`src/pkg/hcb_defs.svh`:
```
/*
 * constants of the hysteresis compare block: widths, operand indices,
 * reset values of the operand configuration.
 * assumes nothing; definitions only, included by bare name.
 */
`ifndef HCB_DEFS_SVH
`define HCB_DEFS_SVH

// --------------------------------------------------------------
// widths
// --------------------------------------------------------------
`define HCB_DATA_W 16
`define HCB_CHAN_W 3
`define HCB_CHAN_COUNT 8
`define HCB_OPND_W 2

// --------------------------------------------------------------
// operand indices on the configuration port
// --------------------------------------------------------------
`define HCB_OPND_INPUT 2'h0
`define HCB_OPND_LOW 2'h1
`define HCB_OPND_HIGH 2'h2

// --------------------------------------------------------------
// reset values
// --------------------------------------------------------------
`define HCB_CONST_RESET 16'h0000
`define HCB_CHAN_RESET 3'h0
`define HCB_VALUE_RESET 16'h0000

`endif

```
`src/pkg/hcb_pkg.sv`:
```
/*
 * types of the hysteresis compare block: operand source, output state,
 * zone of the input against the limits.
 * assumes hcb_defs.svh is not needed here; types only.
 */
`default_nettype none
package hcb_pkg;

	// operand source selection
	typedef enum logic [1:0]
	{
		hcb_src_constant = 2'b00,
		hcb_src_analog = 2'b01,
		hcb_src_block = 2'b10
	} hcb_source_type;

	// output state
	typedef enum logic
	{
		hcb_out_off = 1'b0,
		hcb_out_on = 1'b1
	} hcb_state_type;

	// where the input stood at the last enabled evaluation
	typedef enum logic [1:0]
	{
		hcb_zone_hold = 2'b00,
		hcb_zone_on = 2'b01,
		hcb_zone_off = 2'b10
	} hcb_zone_type;

endpackage
`default_nettype wire

```
`src/hcb_operand_select.sv`:
```
/*
 * one operand of the hysteresis compare block: holds its source
 * configuration and the last value captured from a channel or block.
 * assumes channel and block values come from logic on clk_sys.
 */
`timescale 1ns/1ps
`default_nettype none
`include "hcb_defs.svh"

module hcb_operand_select
(
	// clock and reset
	input wire logic clk_sys,
	input wire logic srst,
	input wire logic ce,
	// gating
	input wire logic enable,
	// configuration write for this operand
	input wire logic cfg_wr,
	input wire logic [1:0] cfg_source,
	input wire logic [`HCB_DATA_W-1:0] cfg_constant,
	input wire logic [`HCB_CHAN_W-1:0] cfg_channel,
	// live sources
	input wire logic [`HCB_CHAN_COUNT-1:0][`HCB_DATA_W-1:0] analog_channel,
	input wire logic [`HCB_DATA_W-1:0] block_value,
	// results
	output logic [`HCB_DATA_W-1:0] operand_value,
	output logic [`HCB_DATA_W-1:0] captured_reg,
	output logic [1:0] source_reg,
	output logic [`HCB_CHAN_W-1:0] channel_reg,
	output logic [`HCB_DATA_W-1:0] constant_reg,
	output logic cfg_bad
);

	logic [`HCB_DATA_W-1:0] live_value;
	logic [`HCB_DATA_W-1:0] captured_next;

	// source configuration, constant zero and channel 0 after reset
	always_ff @(posedge clk_sys)
	begin
		if (srst)
		begin
			source_reg <= hcb_pkg::hcb_src_constant;
			constant_reg <= `HCB_CONST_RESET;
			channel_reg <= `HCB_CHAN_RESET;
		end
		else if (ce && cfg_wr)
		begin
			source_reg <= cfg_source;
			constant_reg <= cfg_constant;
			channel_reg <= cfg_channel;
		end
	end

	// an unused source code would silently act as a block source
	assign cfg_bad = cfg_wr && (cfg_source != hcb_pkg::hcb_src_constant) &&
		(cfg_source != hcb_pkg::hcb_src_analog) && (cfg_source != hcb_pkg::hcb_src_block);

	// live value of a channel or block source
	always_comb
	begin
		unique case (source_reg)
			hcb_pkg::hcb_src_analog: live_value = analog_channel[channel_reg];
			hcb_pkg::hcb_src_block: live_value = block_value;
			default: live_value = block_value;
		endcase
	end

	// capture only while enabled, hold otherwise
	assign captured_next = enable ? live_value : captured_reg;

	always_ff @(posedge clk_sys)
	begin
		if (srst)
			captured_reg <= `HCB_VALUE_RESET;
		else if (ce && enable && (source_reg != hcb_pkg::hcb_src_constant))
			captured_reg <= captured_next;
	end

	// constant is used directly, others through the capture
	assign operand_value = (source_reg == hcb_pkg::hcb_src_constant) ? constant_reg : captured_next;

endmodule
`default_nettype wire

```
`src/hcb_hysteresis_compare.sv`:
```
/*
 * hysteresis compare block: compares a signed input operand with a low
 * and a high limit and drives one held binary output.
 * assumes enable, channel and block values come from logic on clk_sys,
 * and configuration writes come from the controller's own logic.
 */
// Operation
// - each operand picks constant, channel or block
// - constant is signed sixteen bit, resets zero
// - channel operand picks one of eight, first default
// - high above low: on at input >= high
// - high above low: off at input <= low
// - high above low: between limits, output holds
// - high below low: off at input >= low
// - operands captured only while enable high
// - evaluation and output change only when enabled
// - disabled output holds last state, even on
`timescale 1ns/1ps
`default_nettype none
`include "hcb_defs.svh"

module hcb_hysteresis_compare
(
	// clock, reset, clock enable
	input wire logic clk_sys,
	input wire logic srst,
	input wire logic ce,
	// block input pin
	input wire logic enable,
	// operand configuration port
	input wire logic cfg_wr,
	input wire logic [`HCB_OPND_W-1:0] cfg_operand,
	input wire logic [1:0] cfg_source,
	input wire logic [`HCB_DATA_W-1:0] cfg_constant,
	input wire logic [`HCB_CHAN_W-1:0] cfg_channel,
	// value sources
	input wire logic [`HCB_CHAN_COUNT-1:0][`HCB_DATA_W-1:0] analog_channel,
	input wire logic [`HCB_DATA_W-1:0] block_value_input,
	input wire logic [`HCB_DATA_W-1:0] block_value_low,
	input wire logic [`HCB_DATA_W-1:0] block_value_high,
	// block output
	output logic out_on,
	output logic switched_on,
	output logic switched_off,
	// status
	output logic [1:0] zone,
	output logic limits_reversed,
	output logic cfg_error,
	output logic [`HCB_DATA_W-1:0] input_operand_value
);

	// ----------------------------------------------------------
	// declarations
	// ----------------------------------------------------------
	logic wr_input;
	logic wr_low;
	logic wr_high;
	logic bad_input;
	logic bad_low;
	logic bad_high;
	logic bad_index;
	logic signed [`HCB_DATA_W-1:0] input_operand;
	logic signed [`HCB_DATA_W-1:0] low_limit;
	logic signed [`HCB_DATA_W-1:0] high_limit;
	logic [`HCB_DATA_W-1:0] input_raw;
	logic [`HCB_DATA_W-1:0] low_raw;
	logic [`HCB_DATA_W-1:0] high_raw;
	logic at_or_above_high;
	logic at_or_below_low;
	logic at_or_above_low;
	logic at_or_below_high;
	logic reversed;
	hcb_pkg::hcb_zone_type zone_now;
	hcb_pkg::hcb_state_type state_reg;
	hcb_pkg::hcb_state_type state_next;
	hcb_pkg::hcb_zone_type zone_reg;
	logic reversed_reg;
	logic cfg_error_reg;
	logic switched_on_reg;
	logic switched_off_reg;
	logic [`HCB_DATA_W-1:0] input_value_reg;

	// ----------------------------------------------------------
	// configuration decode
	// ----------------------------------------------------------

	// one write strobe for each operand
	assign wr_input = cfg_wr && (cfg_operand == `HCB_OPND_INPUT);
	assign wr_low = cfg_wr && (cfg_operand == `HCB_OPND_LOW);
	assign wr_high = cfg_wr && (cfg_operand == `HCB_OPND_HIGH);

	// a write to no operand is reported, not stored
	assign bad_index = cfg_wr && !wr_input && !wr_low && !wr_high;

	// ----------------------------------------------------------
	// operands
	// ----------------------------------------------------------

	// one shared configuration bus for all three operands;
	// only the addressed instance stores a write,
	// so a write never disturbs the other two;
	// constants bypass the capture and apply at once

	// input operand
	hcb_operand_select u_input
	(
		.clk_sys(clk_sys),
		.srst(srst),
		.ce(ce),
		.enable(enable),
		.cfg_wr(wr_input),
		.cfg_source(cfg_source),
		.cfg_constant(cfg_constant),
		.cfg_channel(cfg_channel),
		.analog_channel(analog_channel),
		.block_value(block_value_input),
		.operand_value(input_raw),
		.captured_reg(),
		.source_reg(),
		.channel_reg(),
		.constant_reg(),
		.cfg_bad(bad_input)
	);

	// low limit
	hcb_operand_select u_low
	(
		.clk_sys(clk_sys),
		.srst(srst),
		.ce(ce),
		.enable(enable),
		.cfg_wr(wr_low),
		.cfg_source(cfg_source),
		.cfg_constant(cfg_constant),
		.cfg_channel(cfg_channel),
		.analog_channel(analog_channel),
		.block_value(block_value_low),
		.operand_value(low_raw),
		.captured_reg(),
		.source_reg(),
		.channel_reg(),
		.constant_reg(),
		.cfg_bad(bad_low)
	);

	// high limit
	hcb_operand_select u_high
	(
		.clk_sys(clk_sys),
		.srst(srst),
		.ce(ce),
		.enable(enable),
		.cfg_wr(wr_high),
		.cfg_source(cfg_source),
		.cfg_constant(cfg_constant),
		.cfg_channel(cfg_channel),
		.analog_channel(analog_channel),
		.block_value(block_value_high),
		.operand_value(high_raw),
		.captured_reg(),
		.source_reg(),
		.channel_reg(),
		.constant_reg(),
		.cfg_bad(bad_high)
	);

	// raw buses carry two's complement values;
	// unsigned compares would misorder negative limits
	// signed views of the three operands
	assign input_operand = $signed(input_raw);
	assign low_limit = $signed(low_raw);
	assign high_limit = $signed(high_raw);

	// ----------------------------------------------------------
	// comparison
	// ----------------------------------------------------------

	// signed two's complement compares
	assign at_or_above_high = input_operand >= high_limit;
	assign at_or_below_low = input_operand <= low_limit;
	assign at_or_above_low = input_operand >= low_limit;
	assign at_or_below_high = input_operand <= high_limit;

	// equal limits fall in the normal order
	assign reversed = high_limit < low_limit;

	// zone of the input, on checked before off in the normal order, off before on when reversed
	always_comb
	begin
		zone_now = hcb_pkg::hcb_zone_hold;
		if (!reversed)
		begin
			if (at_or_above_high)
				zone_now = hcb_pkg::hcb_zone_on;
			else if (at_or_below_low)
				zone_now = hcb_pkg::hcb_zone_off;
		end
		else
		begin
			if (at_or_above_low)
				zone_now = hcb_pkg::hcb_zone_off;
			else if (at_or_below_high)
				zone_now = hcb_pkg::hcb_zone_on;
		end
	end

	// ----------------------------------------------------------
	// output state
	// ----------------------------------------------------------

	// never forced off while disabled,
	// so a held-on output survives disabled scans
	// next state, changes only on an enabled evaluation
	always_comb
	begin
		state_next = state_reg;
		if (enable)
		begin
			unique case (zone_now)
				hcb_pkg::hcb_zone_on: state_next = hcb_pkg::hcb_out_on;
				hcb_pkg::hcb_zone_off: state_next = hcb_pkg::hcb_out_off;
				default: state_next = state_reg;
			endcase
		end
	end

	// output state register, off after reset
	always_ff @(posedge clk_sys)
	begin
		if (srst)
			state_reg <= hcb_pkg::hcb_out_off;
		else if (ce)
			state_reg <= state_next;
	end

	// pulses freeze with the rest of the state while ce is low
	// one-cycle pulses marking each change of the output
	always_ff @(posedge clk_sys)
	begin
		if (srst)
		begin
			switched_on_reg <= 1'b0;
			switched_off_reg <= 1'b0;
		end
		else if (ce)
		begin
			switched_on_reg <= (state_reg == hcb_pkg::hcb_out_off) && (state_next == hcb_pkg::hcb_out_on);
			switched_off_reg <= (state_reg == hcb_pkg::hcb_out_on) && (state_next == hcb_pkg::hcb_out_off);
		end
	end

	// ----------------------------------------------------------
	// status
	// ----------------------------------------------------------

	// frozen between enabled scans, so other blocks see
	// the zone that produced the present output
	// zone and limit order of the last enabled evaluation
	always_ff @(posedge clk_sys)
	begin
		if (srst)
		begin
			zone_reg <= hcb_pkg::hcb_zone_hold;
			reversed_reg <= 1'b0;
		end
		else if (ce && enable)
		begin
			zone_reg <= zone_now;
			reversed_reg <= reversed;
		end
	end

	// input operand as used by the evaluation, for other blocks
	always_ff @(posedge clk_sys)
	begin
		if (srst)
			input_value_reg <= `HCB_VALUE_RESET;
		else if (ce && enable)
			input_value_reg <= input_raw;
	end

	// invalid operand index stores nothing but is reported
	// flagged configuration write (bad index, or unused source code, which is still stored), one cycle
	always_ff @(posedge clk_sys)
	begin
		if (srst)
			cfg_error_reg <= 1'b0;
		else if (ce)
			cfg_error_reg <= bad_index || bad_input || bad_low || bad_high;
	end

	// ----------------------------------------------------------
	// outputs
	// ----------------------------------------------------------

	assign out_on = (state_reg == hcb_pkg::hcb_out_on);
	assign switched_on = switched_on_reg;
	assign switched_off = switched_off_reg;
	assign zone = zone_reg;
	assign limits_reversed = reversed_reg;
	assign cfg_error = cfg_error_reg;
	assign input_operand_value = input_value_reg;

endmodule
`default_nettype wire

```
`config.mk`:
```
export PLATFORM = sky130hd
export DESIGN_NAME = hcb_hysteresis_compare
export DESIGN_NICKNAME = d
export VERILOG_FILES = /design/src/pkg/hcb_pkg.sv /design/src/hcb_operand_select.sv /design/src/hcb_hysteresis_compare.sv
export VERILOG_INCLUDE_DIRS = /design/src /design/src/pkg
export SDC_FILE = /design/constraint.sdc
export NUM_CORES = 1
export LEC_CHECK = 0
export BUFFER_PORTS_ARGS = -buffer_cell sky130_fd_sc_hd__buf_2
export CAP_MARGIN = 20
export CORE_MARGIN = 1
export CORE_UTILIZATION = 40
export CTS_BUF_LIST = sky130_fd_sc_hd__clkbuf_8
export CTS_CLUSTER_DIAMETER = 100
export CTS_CLUSTER_SIZE = 40
export DETAILED_ROUTE_END_ITERATION = 6
export PLACE_DENSITY = 0.74
export SLEW_MARGIN = 15
export SYNTH_ARGS = -nofsm -noshare
export SYNTH_HDL_FRONTEND = slang
export SYNTH_SLANG_ARGS = --single-unit
```
`constraint.sdc`:
```
create_clock -name clk_sys -period 7.2 [get_ports clk_sys]
set_clock_uncertainty 0.1 [all_clocks]
set_input_delay 0.72 -clock clk_sys [delete_from_list [all_inputs] [get_ports clk_sys]]
set_output_delay 0.72 -clock clk_sys [all_outputs]
set_load 0.05 [all_outputs]
```
==> impl_metrics.tcl <==
set metrics [dict create \
    status "finished, final reports clean" \
    crit_path_max_fanout 23 \
    synth-seq-cells 134 \
    synth_most_common_cell "nand2_1" \
    port_buffers 226 \
    io-pin-count 227 \
    rrSetupSlack_ns 1.69 \
    rows 57 \
    cts_root_buf "clkbuf_8" \
    fp.coreArea_um2 24600 \
    cts_buffer_depth 2 \
    yosys.area.top_type_share 0.264 \
    cts.sink_count 134 \
    hold_depth 2 \
    critPathCaptureType "flop" \
    synth-async-reset-ratio 0 \
    maxSlewViolCount 0 \
    power_density_nw_per_um2 163 \
    synthFlopType "dfxtp_1" \
    ys_top_cells_by_count "nand2_1, dfxtp_1, a21oi_1" \
    tightest_slew_ns 1.01 \
    finalHoldViolations 0 \
    clk-insertion-delay-late_ns 0.48 \
    tns_ns 0 \
    synth_top_area_cell "dfxtp_1" \
    relSlewSlack 0.324 \
    syn_nets 1424 \
    timing.rr.end "switched_on$_SDFFE_PP0P_" \
    fp.dieW_um 161 \
    viasPerCell 5.96 \
    dp_hpwl_um 29700 \
    grt_use_total 0.289 \
    fin_ws_ns 1.69 \
    start_util 0.413 \
    layout.nets 1592 \
    routabilityCongestion 1.00 \
    path_clk_slew_ns 0.09 \
    drt_wl_total_um 37600 \
    layout-drive-gt1-share 0.287 \
    rsz0062_at_grt "false" \
    fin_crit_ns 5.51 \
    grt_max_degree 90 \
    syn_area_per_cell_um2 8.67 \
    fmax_ghz 0.182 \
    post-route-drc-count 0 \
    fp.dieH_um 161 \
    drtIter0Drc 1342 \
    max-cap-violations 0 \
    hp-start "input_operand_value[6]$_SDFFE_PP0P_" \
    wl_per_cell_um 22.4 \
    nFillCells 2397 \
    synth-edff-count 0 \
    period_share 0.765 \
    ir_worst_vdd_uv 83.2 \
    syn_to_final_growth_pct 17.5 \
    cts.repair.resized 0 \
    first_global_vias 9740 \
    postCtsSetupBuffers 0 \
    synth_seq_area_share 0.264 \
    grt_pass1_wl_um 56500 \
    crit_type "reg2reg" \
    critPathArrivalTime_ns 5.82 \
    cp.required_ns 7.51 \
    p_leak_nw 4.68 \
    overflow 0 \
    cp_common_cell "mux2i_1" \
    rr_startpoint "u_high.channel_reg[0]$_SDFFE_PP0P_" \
    ff2ff_path_depth 20 \
    netlist_area_um2 10200 \
    postLayoutCoreUtil 0.485 \
    synth.area.top_cells "dfxtp_1, mux4_2, mux2i_1" \
    cts_max_level 4 \
    yosysUniqueCellTypes 50 \
    min_to "input_operand_value[6]$_SDFFE_PP0P_" \
    grt_antenna_before_repair 3 \
    cts-buffers-inserted 17 \
    die_area_um2 26000 \
    min_path_type "reg2reg" \
    post-place-ws_ns 1.79 \
    setup_viol 0 \
    critPathLaunchType "flop" \
    antenna_left 0 \
    synth_warnings 0 \
    hold_buffers 0 \
    total_power_w 0.00194 \
    crit_slowest_cell "dfxtp_2" \
    crit_chain "buf_4 > mux4_2 > mux2i_1 > o21ai_0 > mux2i_1 > nand2_1 > o21ai_0 > inv_1 > ha_1 > a21o_1 > a21oi_1 > nor2b_1 > a2111oi_0 > o211ai_2 > and2_1 > mux2i_1 > ha_1 > nor2_1 > a32oi_1 > nor2_1" \
    syn_inst 1172 \
    cp_slowest_stage_delay_ns 0.87 \
    via_count 10004 \
    first_pass_iters 5 \
    cts_tree "built" \
]
## layout by cell type, fill, tap and decap left out, drive strengths merged, types with 18 or more instances in the layout
master,n
a21oi,115
o21ai,85
nand2,255
inv,34
nor2,82
dfxtp,134
mux4,96
ha,48
a211oi,47
buf,248
mux2i,96
clkbuf,18
## layout make-up
cell class                      instances  area, um^2  share of cell area
Antenna cell                            3        7.51            0.000629
Clock buffer                           18         248              0.0208
Clock inverter                         13         139              0.0116
Inverter                               26        97.6             0.00818
Multi-Input combinational cell        913        7010               0.588
Sequential cell                       134        2690               0.225
Tap cell                              324         405              0.0340
Timing Repair Buffer                  248        1340               0.112
## power by group
part / switching (W) / total (W) / internal [W]
Combinational: 0.000313 / 0.000537 / 0.000224
Sequential: 0.0000176 / 0.000776 / 0.000758
Clock: 0.000340 / 0.000632 / 0.000292
Total: 0.000670 / 0.00194 / 0.00127
## per-layer routing
metal  share of wire  track usage  vias to the layer above
met2            0.46        0.448                      454
met1            0.42        0.396                     4847
met3           0.080       0.0663                       88
met4           0.032        0.101                        4
met5         0.00072            0                        -
li1                -            -                     4611
## stage by stage
step	std cells	cell area (um^2)	hold slack (ns)
final	1679	11900	0.354
after detailed placement	1642	11500	0.345
after CTS	1673	11900	0.356
after global routing	1677	11900	0.372
after floorplan	1172	10200	0.332
after global placement	1641	11500	0.338
## worst max-delay path by stage
stage	from	to	slack, ns	cells after the start
after floorplan	enable	switched_off$_SDFFE_PP0P_	2.41	19
after global placement	u_high.channel_reg[0]$_SDFFE_PP0P_	switched_on$_SDFFE_PP0P_	1.91	20
after detailed placement	u_high.channel_reg[0]$_SDFFE_PP0P_	switched_off$_SDFFE_PP0P_	1.79	20
after CTS	u_high.channel_reg[0]$_SDFFE_PP0P_	switched_on$_SDFFE_PP0P_	1.70	20
after global routing	u_high.channel_reg[0]$_SDFFE_PP0P_	out_on$_SDFFE_PP0P_	1.35	20
final	u_high.channel_reg[0]$_SDFFE_PP0P_	switched_on$_SDFFE_PP0P_	1.69	20
## worst max-delay path, delay by kind of cell, from the launching register on
| kind | cells | cell delay [ns] |
|---|---|---|
| compound gates | 7 | 1.65 |
| flops | 1 | 0.87 |
| fa+ha+maj | 2 | 0.54 |
| buf+inv | 2 | 0.41 |
| mux | 4 | 1.18 |
| simple gates | 5 | 0.68 |
## cells by family (layout without fill, tap and decap cells)
kind of cell / Yosys count / in the layout / share of synthesized area
simple gates: 390 / 390 / 0.158
compound gates: 281 / 281 / 0.161
fa+ha+maj: 48 / 48 / 0.0591
flops: 134 / 134 / 0.264
buf+inv: 125 / 305 / 0.0479
other cells: 0 / 3 / 0
mux: 194 / 194 / 0.310
No activity file was read; power rests on OpenSTA's default activity.
